$ cat config.mk
export PLATFORM = sky130hd
export DESIGN_NAME = spg_gpio
export DESIGN_NICKNAME = d
export VERILOG_FILES = /design/src/spg_pkg.sv /design/src/spg_pin_cell.sv /design/src/spg_gpio.sv
export SDC_FILE = /design/constraint.sdc
export NUM_CORES = 1
export LEC_CHECK = 0
export BUFFER_PORTS_ARGS = -buffer_cell sky130_fd_sc_hd__buf_2
export CAP_MARGIN = 20
export CORE_UTILIZATION = 52
export DETAILED_ROUTE_END_ITERATION = 10
export HOLD_SLACK_MARGIN = 0.02
export PLACE_DENSITY_LB_ADDON = 0.25
export SLEW_MARGIN = 20
export SYNTH_ARGS = -nofsm -noshare
export SYNTH_HDL_FRONTEND = slang
export SYNTH_SLANG_ARGS = --single-unit
$ cat constraint.sdc
create_clock -name clk_sys -period 4.6 [get_ports clk_sys]
set_input_delay 0.23 -clock clk_sys [delete_from_list [all_inputs] [get_ports clk_sys]]
set_output_delay 0.23 -clock clk_sys [all_outputs]
set_load 0.01 [all_outputs]
$ cat src/spg_pkg.sv
// constants, carriers and decode codes for the sixteen-pin gpio configuration block
// assumes one 20 MHz system clock and a single-cycle register port with no wait states
//
// Overview of operation
// - sixteen pins 15..0, each with enable and direction bit at its own position
// - a pin is general purpose only while its enable bit is one
// - an enabled pin with direction bit zero is an input
// - an enabled pin with direction bit one is an output
// - direction has no effect on a pin whose enable bit is clear
// - enable register resets to 0x00F9: bits 7..3 and 0 set
// - direction register resets to zero, all pins start as inputs
// - enable register sits at 0x01B00000, sixteen read/write bits
// - direction register sits at 0x01B00004, sixteen read/write bits
`default_nettype none

package spg_pkg;

  // pin count and field placement
  localparam int SPG_PINS      = 16;
  localparam int SPG_FIELD_LSB = 0;
  localparam int SPG_FIELD_MSB = 15;

  // register byte addresses
  localparam logic [31:0] SPG_ADDR_EN    = 32'h01B0_0000;
  localparam logic [31:0] SPG_ADDR_DIR   = 32'h01B0_0004;
  localparam logic [31:0] SPG_ADDR_DATA  = 32'h01B0_0008;
  localparam logic [31:0] SPG_ADDR_LEVEL = 32'h01B0_000C;

  // reset values
  localparam logic [15:0] SPG_EN_RST   = 16'h00F9;
  localparam logic [15:0] SPG_DIR_RST  = 16'h0000;
  localparam logic [15:0] SPG_DATA_RST = 16'h0000;
  localparam logic [31:0] SPG_RD_IDLE  = 32'h0000_0000;
  localparam logic [15:0] SPG_RSVD_HI  = 16'h0000;

  // clock rate, for reference by timing users
  localparam int SPG_CLK_PERIOD_NS = 50;

  // one bit per pin
  typedef logic [15:0] spg_pins_t;

  // register port request carried as one bundle
  typedef struct packed {
    logic [31:0] addr;
    logic [31:0] wdata;
    logic        wr;
    logic        rd;
  } spg_bus_req_t;

  // register select after address decode
  typedef enum logic [2:0] {
    SPG_SEL_NONE,
    SPG_SEL_EN,
    SPG_SEL_DIR,
    SPG_SEL_DATA,
    SPG_SEL_LEVEL
  } spg_sel_t;

endpackage

`default_nettype wire

$ cat src/spg_pin_cell.sv
// one pad cell: input synchroniser and registered drive for a single pin
// assumes the pad level is asynchronous to clk_sys and the pad resolves oe itself
`timescale 1ns/1ps
`default_nettype none

module spg_pin_cell (
  input  wire logic clk_sys,   // system clock
  input  wire logic rst,       // async reset, active high
  input  wire logic pad_i,     // raw pad level
  input  wire logic enable,    // pin owned by gpio
  input  wire logic dir_out,   // one selects output
  input  wire logic data,      // value to drive
  output logic      level,     // synchronised pad level
  output logic      pad_o,     // drive value
  output logic      pad_oe     // drive enable
);

  logic meta_q;
  logic sync_q;
  logic oe_d;

  // two flops; first one feeds only the second
  always_ff @(posedge clk_sys or posedge rst) begin
    if (rst) begin
      meta_q <= 1'b0;
      sync_q <= 1'b0;
    end else begin
      meta_q <= pad_i;
      sync_q <= meta_q;
    end
  end

  assign level = sync_q;

  // drive only when owned and set as output
  assign oe_d = enable & dir_out;

  // registered so the pad never sees decode glitches
  always_ff @(posedge clk_sys or posedge rst) begin
    if (rst) begin
      pad_oe <= 1'b0;
      pad_o  <= 1'b0;
    end else begin
      pad_oe <= oe_d;
      pad_o  <= data & oe_d;
    end
  end

endmodule

`default_nettype wire

$ cat src/spg_gpio.sv
// top of the sixteen-pin gpio configuration block: registers, read port and pin cells
// assumes a single-cycle master on the register port and pads that resolve oe per pin
`timescale 1ns/1ps
`default_nettype none

module spg_gpio (
  input  wire logic                  clk_sys,          // 20 MHz system clock
  input  wire logic                  rst,              // async reset, active high
  input  wire spg_pkg::spg_bus_req_t bus_req,          // address, write data, strobes
  output logic [31:0]                bus_rdata,        // read data, cycle after read
  input  wire spg_pkg::spg_pins_t    general_pins_i,   // pad levels in
  output spg_pkg::spg_pins_t         general_pins_o,   // pad drive values
  output spg_pkg::spg_pins_t         general_pins_oe,  // pad drive enables
  output spg_pkg::spg_pins_t         general_pins_gp   // one where gpio owns the pad
);
  import spg_pkg::*;

  // programmable state
  spg_pins_t pin_function_enable_reg_q;
  spg_pins_t pin_function_enable_reg_d;
  spg_pins_t pin_direction_reg_q;
  spg_pins_t pin_direction_reg_d;
  spg_pins_t pin_out_data_q;
  spg_pins_t pin_out_data_d;

  // decode and pin side
  spg_sel_t  sel;
  spg_pins_t pin_level;
  spg_pins_t pin_status;
  logic      wr_en;
  logic      wr_dir;
  logic      wr_data;
  logic [31:0] rdata_d;

  // full-width address compare; aliases would let stray writes move pins
  always_comb begin
    unique case (bus_req.addr)
      SPG_ADDR_EN:    sel = SPG_SEL_EN;
      SPG_ADDR_DIR:   sel = SPG_SEL_DIR;
      SPG_ADDR_DATA:  sel = SPG_SEL_DATA;
      SPG_ADDR_LEVEL: sel = SPG_SEL_LEVEL;
      default:        sel = SPG_SEL_NONE;
    endcase
  end

  // write strobes per register; the level register takes no writes
  assign wr_en   = bus_req.wr && (sel == SPG_SEL_EN);
  assign wr_dir  = bus_req.wr && (sel == SPG_SEL_DIR);
  assign wr_data = bus_req.wr && (sel == SPG_SEL_DATA);

  // only the low half is stored, upper write bits simply drop
  always_comb begin
    pin_function_enable_reg_d = pin_function_enable_reg_q;
    if (wr_en) begin
      pin_function_enable_reg_d = bus_req.wdata[SPG_FIELD_MSB:SPG_FIELD_LSB];
    end
  end

  always_comb begin
    pin_direction_reg_d = pin_direction_reg_q;
    if (wr_dir) begin
      pin_direction_reg_d = bus_req.wdata[SPG_FIELD_MSB:SPG_FIELD_LSB];
    end
  end

  always_comb begin
    pin_out_data_d = pin_out_data_q;
    if (wr_data) begin
      pin_out_data_d = bus_req.wdata[SPG_FIELD_MSB:SPG_FIELD_LSB];
    end
  end

  // enable register, reset pattern keeps some pads on gpio from power up
  always_ff @(posedge clk_sys or posedge rst) begin
    if (rst) begin
      pin_function_enable_reg_q <= SPG_EN_RST;
    end else begin
      pin_function_enable_reg_q <= pin_function_enable_reg_d;
    end
  end

  // direction register, all inputs after reset so nothing drives the board
  always_ff @(posedge clk_sys or posedge rst) begin
    if (rst) begin
      pin_direction_reg_q <= SPG_DIR_RST;
    end else begin
      pin_direction_reg_q <= pin_direction_reg_d;
    end
  end

  // output data latch
  always_ff @(posedge clk_sys or posedge rst) begin
    if (rst) begin
      pin_out_data_q <= SPG_DATA_RST;
    end else begin
      pin_out_data_q <= pin_out_data_d;
    end
  end

  // one cell per pin, bit position equals pin number
  for (genvar gi = 0; gi < SPG_PINS; gi++) begin : g_pin
    spg_pin_cell u_cell (
      .clk_sys (clk_sys),
      .rst     (rst),
      .pad_i   (general_pins_i[gi]),
      .enable  (pin_function_enable_reg_q[gi]),
      .dir_out (pin_direction_reg_q[gi]),
      .data    (pin_out_data_q[gi]),
      .level   (pin_level[gi]),
      .pad_o   (general_pins_o[gi]),
      .pad_oe  (general_pins_oe[gi])
    );
  end

  // status: inputs show the pad, outputs echo their drive, unowned pins read zero
  assign pin_status = pin_function_enable_reg_q &
                      ((~pin_direction_reg_q & pin_level) |
                       (pin_direction_reg_q & pin_out_data_q));

  // pad ownership flag, registered so the pad mux sees a clean level
  always_ff @(posedge clk_sys or posedge rst) begin
    if (rst) begin
      general_pins_gp <= SPG_EN_RST;
    end else begin
      general_pins_gp <= pin_function_enable_reg_q;
    end
  end

  // read mux; unmapped addresses and reserved bits read zero
  always_comb begin
    rdata_d = SPG_RD_IDLE;
    if (bus_req.rd) begin
      unique case (sel)
        SPG_SEL_EN:    rdata_d = {SPG_RSVD_HI, pin_function_enable_reg_q};
        SPG_SEL_DIR:   rdata_d = {SPG_RSVD_HI, pin_direction_reg_q};
        SPG_SEL_DATA:  rdata_d = {SPG_RSVD_HI, pin_out_data_q};
        SPG_SEL_LEVEL: rdata_d = {SPG_RSVD_HI, pin_status};
        SPG_SEL_NONE:  rdata_d = SPG_RD_IDLE;
      endcase
    end
  end

  // read data stands for exactly one cycle, zero otherwise
  always_ff @(posedge clk_sys or posedge rst) begin
    if (rst) begin
      bus_rdata <= SPG_RD_IDLE;
    end else begin
      bus_rdata <= rdata_d;
    end
  end

  // ---- checks ----

  // enable pattern right after reset release
  chk_enable_reset: assert property (
    @(posedge clk_sys) disable iff (rst)
    $past(rst) |-> pin_function_enable_reg_q == SPG_EN_RST
  ) else $error("enable register reset value wrong");

  // all inputs right after reset release
  chk_dir_reset: assert property (
    @(posedge clk_sys) disable iff (rst)
    $past(rst) |-> (pin_direction_reg_q == SPG_DIR_RST) && (general_pins_oe == SPG_DIR_RST)
  ) else $error("direction register not cleared by reset");

  // a write to the enable register shows in the next read
  chk_enable_write: assert property (
    @(posedge clk_sys) disable iff (rst)
    (bus_req.wr && bus_req.addr == SPG_ADDR_EN) ##1 (bus_req.rd && bus_req.addr == SPG_ADDR_EN)
    |=> bus_rdata == {SPG_RSVD_HI, $past(bus_req.wdata[15:0], 2)}
  ) else $error("enable write not read back");

  // a write to the direction register lands one cycle later
  chk_dir_write: assert property (
    @(posedge clk_sys) disable iff (rst)
    (bus_req.wr && bus_req.addr == SPG_ADDR_DIR)
    |=> pin_direction_reg_q == $past(bus_req.wdata[15:0])
  ) else $error("direction write lost");

  // upper half of every read is zero
  chk_reserved_zero: assert property (
    @(posedge clk_sys) disable iff (rst)
    bus_rdata[31:16] == SPG_RSVD_HI
  ) else $error("reserved bits read nonzero");

  // read data only in the cycle after a read strobe
  chk_read_window: assert property (
    @(posedge clk_sys) disable iff (rst)
    !$past(bus_req.rd) |-> bus_rdata == SPG_RD_IDLE
  ) else $error("read data outside its cycle");

  // drive follows enable and direction with one cycle of pad latency
  chk_drive_follow: assert property (
    @(posedge clk_sys) disable iff (rst)
    !$past(rst) |-> general_pins_oe == ($past(pin_function_enable_reg_q) & $past(pin_direction_reg_q))
  ) else $error("pad enable does not follow configuration");

  // an enabled input pin never drives
  chk_input_quiet: assert property (
    @(posedge clk_sys) disable iff (rst)
    (general_pins_oe & $past(pin_function_enable_reg_q) & ~$past(pin_direction_reg_q)) == SPG_DIR_RST
  ) else $error("input pin driving");

  // a disabled pin never drives, whatever its direction
  chk_disabled_quiet: assert property (
    @(posedge clk_sys) disable iff (rst)
    (general_pins_oe & ~$past(pin_function_enable_reg_q)) == SPG_DIR_RST
  ) else $error("disabled pin driving");

  // ownership flag tracks enable with one cycle
  chk_owner_flag: assert property (
    @(posedge clk_sys) disable iff (rst)
    !$past(rst) |-> general_pins_gp == $past(pin_function_enable_reg_q)
  ) else $error("ownership flag stale");

  // pin cell 0 drives its own bit only, with every direction set
  chk_bit_position: assert property (
    @(posedge clk_sys) disable iff (rst)
    (bus_req.wr && bus_req.addr == SPG_ADDR_EN && bus_req.wdata[15:0] == 16'h0001 &&
     pin_direction_reg_q == 16'hFFFF && !wr_dir) |=> ##1 general_pins_oe == 16'h0001
  ) else $error("pin bit position wrong");

  // an enable write lands at its own edge
  chk_enable_land: assert property (
    @(posedge clk_sys) disable iff (rst)
    (bus_req.wr && bus_req.addr == SPG_ADDR_EN)
    |=> pin_function_enable_reg_q == $past(bus_req.wdata[15:0])
  ) else $error("enable write lost");

  // no enable write, no change; stray strobes must not move pads
  chk_enable_hold: assert property (
    @(posedge clk_sys) disable iff (rst)
    !(bus_req.wr && bus_req.addr == SPG_ADDR_EN)
    |=> $stable(pin_function_enable_reg_q)
  ) else $error("enable register changed without a write");

  // no direction write, no change
  chk_dir_hold: assert property (
    @(posedge clk_sys) disable iff (rst)
    !(bus_req.wr && bus_req.addr == SPG_ADDR_DIR)
    |=> $stable(pin_direction_reg_q)
  ) else $error("direction register changed without a write");

  // enable read returns the stored bits of the strobe cycle
  chk_enable_read: assert property (
    @(posedge clk_sys) disable iff (rst)
    (bus_req.rd && bus_req.addr == SPG_ADDR_EN)
    |=> bus_rdata == {SPG_RSVD_HI, $past(pin_function_enable_reg_q)}
  ) else $error("enable read data wrong");

  // direction read returns the stored bits of the strobe cycle
  chk_dir_read: assert property (
    @(posedge clk_sys) disable iff (rst)
    (bus_req.rd && bus_req.addr == SPG_ADDR_DIR)
    |=> bus_rdata == {SPG_RSVD_HI, $past(pin_direction_reg_q)}
  ) else $error("direction read data wrong");

  // unmapped reads give zero so software never sees stale data
  chk_unmapped_read: assert property (
    @(posedge clk_sys) disable iff (rst)
    (bus_req.rd && sel == SPG_SEL_NONE)
    |=> bus_rdata == SPG_RD_IDLE
  ) else $error("unmapped read not zero");

  // pins not owned by gpio read zero in the level register
  chk_level_disabled: assert property (
    @(posedge clk_sys) disable iff (rst)
    (bus_req.rd && bus_req.addr == SPG_ADDR_LEVEL)
    |=> (bus_rdata[15:0] & ~$past(pin_function_enable_reg_q)) == 16'h0000
  ) else $error("disabled pin reads nonzero");

  // enabled inputs read the synchronised pad, not the data latch
  chk_level_input: assert property (
    @(posedge clk_sys) disable iff (rst)
    (bus_req.rd && bus_req.addr == SPG_ADDR_LEVEL)
    |=> ((bus_rdata[15:0] ^ $past(pin_level)) &
         $past(pin_function_enable_reg_q) & ~$past(pin_direction_reg_q)) == 16'h0000
  ) else $error("enabled input does not read its pad");

  // enabled outputs echo their drive value
  chk_level_output: assert property (
    @(posedge clk_sys) disable iff (rst)
    (bus_req.rd && bus_req.addr == SPG_ADDR_LEVEL)
    |=> ((bus_rdata[15:0] ^ $past(pin_out_data_q)) &
         $past(pin_function_enable_reg_q) & $past(pin_direction_reg_q)) == 16'h0000
  ) else $error("enabled output does not echo its drive");

  // drive value follows data only where the pin is an enabled output
  chk_pad_value: assert property (
    @(posedge clk_sys) disable iff (rst)
    !$past(rst) |-> general_pins_o ==
      ($past(pin_function_enable_reg_q) & $past(pin_direction_reg_q) & $past(pin_out_data_q))
  ) else $error("pad drive value wrong");

  // pad level reaches logic after exactly two flops
  chk_sync_depth: assert property (
    @(posedge clk_sys) disable iff (rst)
    !$past(rst) && !$past(rst, 2)
    |-> pin_level == $past(general_pins_i, 2)
  ) else $error("pad synchroniser depth wrong");

  // data latch takes the low half of a write
  chk_data_land: assert property (
    @(posedge clk_sys) disable iff (rst)
    (bus_req.wr && bus_req.addr == SPG_ADDR_DATA)
    |=> pin_out_data_q == $past(bus_req.wdata[15:0])
  ) else $error("data write lost");

  // pads quiet and ownership at its reset pattern right after release
  chk_out_reset: assert property (
    @(posedge clk_sys) disable iff (rst)
    $past(rst) |-> (general_pins_o == 16'h0000) && (general_pins_gp == SPG_EN_RST)
  ) else $error("pad outputs wrong after reset");

  // an undriven pad never carries a stale drive value
  chk_undriven_low: assert property (
    @(posedge clk_sys) disable iff (rst)
    (general_pins_o & ~general_pins_oe) == 16'h0000
  ) else $error("drive value on undriven pad");

  // main scenarios
  cov_enable_write: cover property (
    @(posedge clk_sys) disable iff (rst)
    bus_req.wr && bus_req.addr == SPG_ADDR_EN
  );

  cov_pin_drives: cover property (
    @(posedge clk_sys) disable iff (rst)
    general_pins_oe != SPG_DIR_RST
  );

  cov_level_read: cover property (
    @(posedge clk_sys) disable iff (rst)
    bus_req.rd && bus_req.addr == SPG_ADDR_LEVEL ##1 bus_rdata != SPG_RD_IDLE
  );

  cov_unmapped_read: cover property (
    @(posedge clk_sys) disable iff (rst)
    bus_req.rd && sel == SPG_SEL_NONE
  );

  cov_back_to_back: cover property (
    @(posedge clk_sys) disable iff (rst)
    (bus_req.wr && bus_req.addr == SPG_ADDR_EN) ##1 (bus_req.rd && bus_req.addr == SPG_ADDR_EN)
  );

endmodule

`default_nettype wire

==> flow_summary_export.csv <==
group,metric,value,unit
power,power_frac_comb,3.9,%
clock_network,htreeDepth,4,
timing,fin_setup_tns,0,ps
logic_synthesis,synth-compound-area-share,3.10,%
logic_synthesis,synth_seq_cells,144,
floorplan,dieWidth,107,µm
critical_path,cp-start-kind,"primary input",
global_routing,grt_pass1_vias,3441,
critical_path,rr_startpoint,"pin_function_enable_reg_q[8]$_DFFE_PP0P_",
floorplan,die_y,107,µm
floorplan,io_pins,164,
critical_path,crit_arrival,2900,ps
timing,fmax,399,MHz
power,power,0.00282,W
layout,layout-drive-gt1-share,45.8,%
power,power_density,395,nW/µm²
detailed_routing,drtPass1Iterations,4,
logic_synthesis,synth_simple_gate_area_share,10.3,%
layout,fillCellCount,769,
clock_network,cts_setup_buffers,0,
layout,regArea,3620,µm²
critical_path,reg2reg_depth,4,
logic_synthesis,yosysSeqAreaShare,63.7,%
layout,fin_nets,608,
layout,most-common-layout-cells,"dfrtp_1 (132), buf_2 (131), dlygate4sd3_1 (33), mux2_2 (28), mux2_4 (20)",
global_routing,overflow,0,
global_routing,antenna_found_initial,0,
logic_synthesis,synth_top_family_by_area,"multiplexers",
clock_network,cts.clk_slew.worst_paths,60,ps
power,switching_share,20.0,%
critical_path,cp_max_fo,20,
detailed_routing,finalWirelength,10.9,mm
clock_network,numCtsBuffers,17,
timing,period_share,54.5,%
clock_network,clock-sinks,144,
run_status,outcome,"complete, no violations",
power,p_leak,3.68,nW
power,power_switching,0.000564,W
global_routing,grt_pass1_wl,17.3,mm
hold_path,hold_start,"bus_req[61]",
place,io_buffers,131,
place,dp_cells,608,
timing,finalHoldViolCount,0,
place,place_congestion,0.776,
global_routing,grt_max_degree,102,
timing,skew,5.45,ps
detailed_routing,drc_errors,0,
layout,final_util,68.1,%
layout,stdcell_area,7120,µm²
timing,rsz0062_at_grt,"no",
clock_network,cts-root-buf,"clkbuf_8",
logic_synthesis,synth_xor_area_share,0,%
logic_synthesis,synth_cells,380,
layout,multiInputGateArea,1680,µm²
critical_path,end_kind,"flip-flop",
logic_synthesis,synth_area_per_cell,15.0,µm²
critical_path,critPathLaunch,"bus_req[37]",
timing,slew_headroom,40.2,%
run,drv_cap,0,
floorplan,num_rows,37,
detailed_routing,avgViaCountPerCell,5.02,
clock_network,cts.repair.resized,0,
timing,worstMarginPinSlew,895,ps
logic_synthesis,synth_area,5680,µm²
power,p_clk_share,50.4,%
floorplan,core,10500,µm²
timing,slew_violations,0,
global_routing,grt_usage,20.6,%
critical_path,crit_required,4990,ps
logic_synthesis,ys_types,34,
detailed_routing,via_count,3376,
timing,period_minus_slack,2510,ps
logic_synthesis,synthAdderAreaFrac,0,%
detailed_routing,wire_per_inst,16.2,µm
clock_network,tritoncts,"yes",
floorplan,dieArea,11400,µm²
detailed_routing,ant_nets,0,
logic_synthesis,synth.area.mux_share,15.0,%
hold_path,whs_path_depth,5,
power,vdd_drop_max,0.198,mV
layout,final_common_cell,"dfrtp_1",
critical_path,worstSetupPathType,"in2reg",
logic_synthesis,yosys_warnings,0,
clock_network,insertion_delay,510,ps
layout,area_delta_synth_final,25.3,%
timing,finalSetupViolations,0,
clock_network,clk_path_buf_depth,2,
layout,fin_cells,673,
place,dp_hpwl,6.89,mm
floorplan,initial_core_util,54.3,%
place,postPlaceCellArea,6170,µm²
power,power_frac_seq,45.7,%
layout,antenna_cells,0,
hold_path,holdCritPathClass,"in2reg",
power,p_int,0.00225,W
detailed_routing,drt_iter0_markers,103,
## worst paths after layout
| kind | end | slack (ps) |
|---|---|---|
| worst min register to register | g_pin[5].u_cell.level$_DFF_PP0_ | 340 |
| min in group asynchronous | bus_rdata[10]$_DFF_PP0_ | 450 |
| worst max-delay path | pin_out_data_q[3]$_DFFE_PP0P_ | 2090 |
| max in group asynchronous | pin_function_enable_reg_q[5]$_DFFE_PP1P_ | 3030 |
| worst min-delay path | pin_out_data_q[13]$_DFFE_PP0P_ | 340 |
| worst max register to register | bus_rdata[8]$_DFF_PP0_ | 3230 |
## logic make-up after synthesis
family,after synthesis
muxes,63
AOI/OAI and AO/OA,27
other,1
and+or+nand+nor,84
DFF,144
buffers and inverters,61
## sequential cells by signal, summed over array words and instances (netlist names)
| register | flops |
|---|---|
| pin_function_enable_reg_q | 16 |
| g_pin.u_cell.pad_o | 16 |
| pin_out_data_q | 16 |
| general_pins_gp | 16 |
| bus_rdata | 16 |
| pin_direction_reg_q | 16 |
| g_pin.u_cell.meta_q | 16 |
| g_pin.u_cell.pad_oe | 16 |
| g_pin.u_cell.level | 16 |
## worst max-delay path: stages
cell and delay (ps):
buf_2 410, nor2b_1 790, inv_1 180, nor4_4 570
buf_4 320, mux2_2 370
## through the flow
stage	worst slack (ps)	hold WS [ps]
floorplan	524	261
global placement	1520	332
detailed placement	1530	336
CTS	2070	327
global route	1980	338
finish	2090	345
## cell usage after synthesis, drive strengths merged
cell type  number  area share [%]
or3             1            0.11
inv             3            0.20
nand4           2            0.44
mux2i           8             1.4
nand4b          1            0.15
nand3b          1            0.13
nand2          11            0.73
or2             1            0.11
nor4            8             2.2
nor2           14            0.92
and3b           7             1.1
buf            55             7.4
o21ai          10            0.88
conb            1           0.066
and3           16             1.8
dfrtp         132              58
o32a            8             1.4
and2           16             1.8
clkbuf          3            0.20
nor2b           2            0.22
and4bb          1            0.22
nand2b          2            0.22
a31oi           1            0.11
nor4b           1            0.26
a21oi           8            0.70
dfstp          12             5.5
mux4            7             2.8
mux2           48              11
## metal layers
| layer | part of all wire [%] | global-route usage (%) |
|---|---|---|
| met1 | 43 | 25.7 |
| met3 | 4.5 | 5.21 |
| met2 | 51 | 34.4 |
| met5 | 0 | 0 |
| met4 | 1.6 | 8.51 |
## power by group through the flow
stage	logic (W)	registers [W]	clock network, W
after floorplan	0.0000529	0.00131	0
after global placement	0.0000876	0.00131	0
after detailed placement	0.0000900	0.00131	0
after CTS	0.000112	0.00129	0.00144
after global routing	0.000122	0.00129	0.00149
final	0.000110	0.00129	0.00142
## cell type report
cell class              count  area share, %
flip-flops and latches    144           50.8
multi-input cells         190           23.6
repair buffers            168           14.3
clock buffers              22           6.50
well taps                 136           2.39
clock inverters            10           2.25
inverters                   3          0.228
## what timing repair did
item / in CTS / in global routing
hold endpoints to repair: 160 / 0
hold buffers: 33 / 0
setup endpoints to repair: 0 / 0
(Power assumes the default switching activity.)
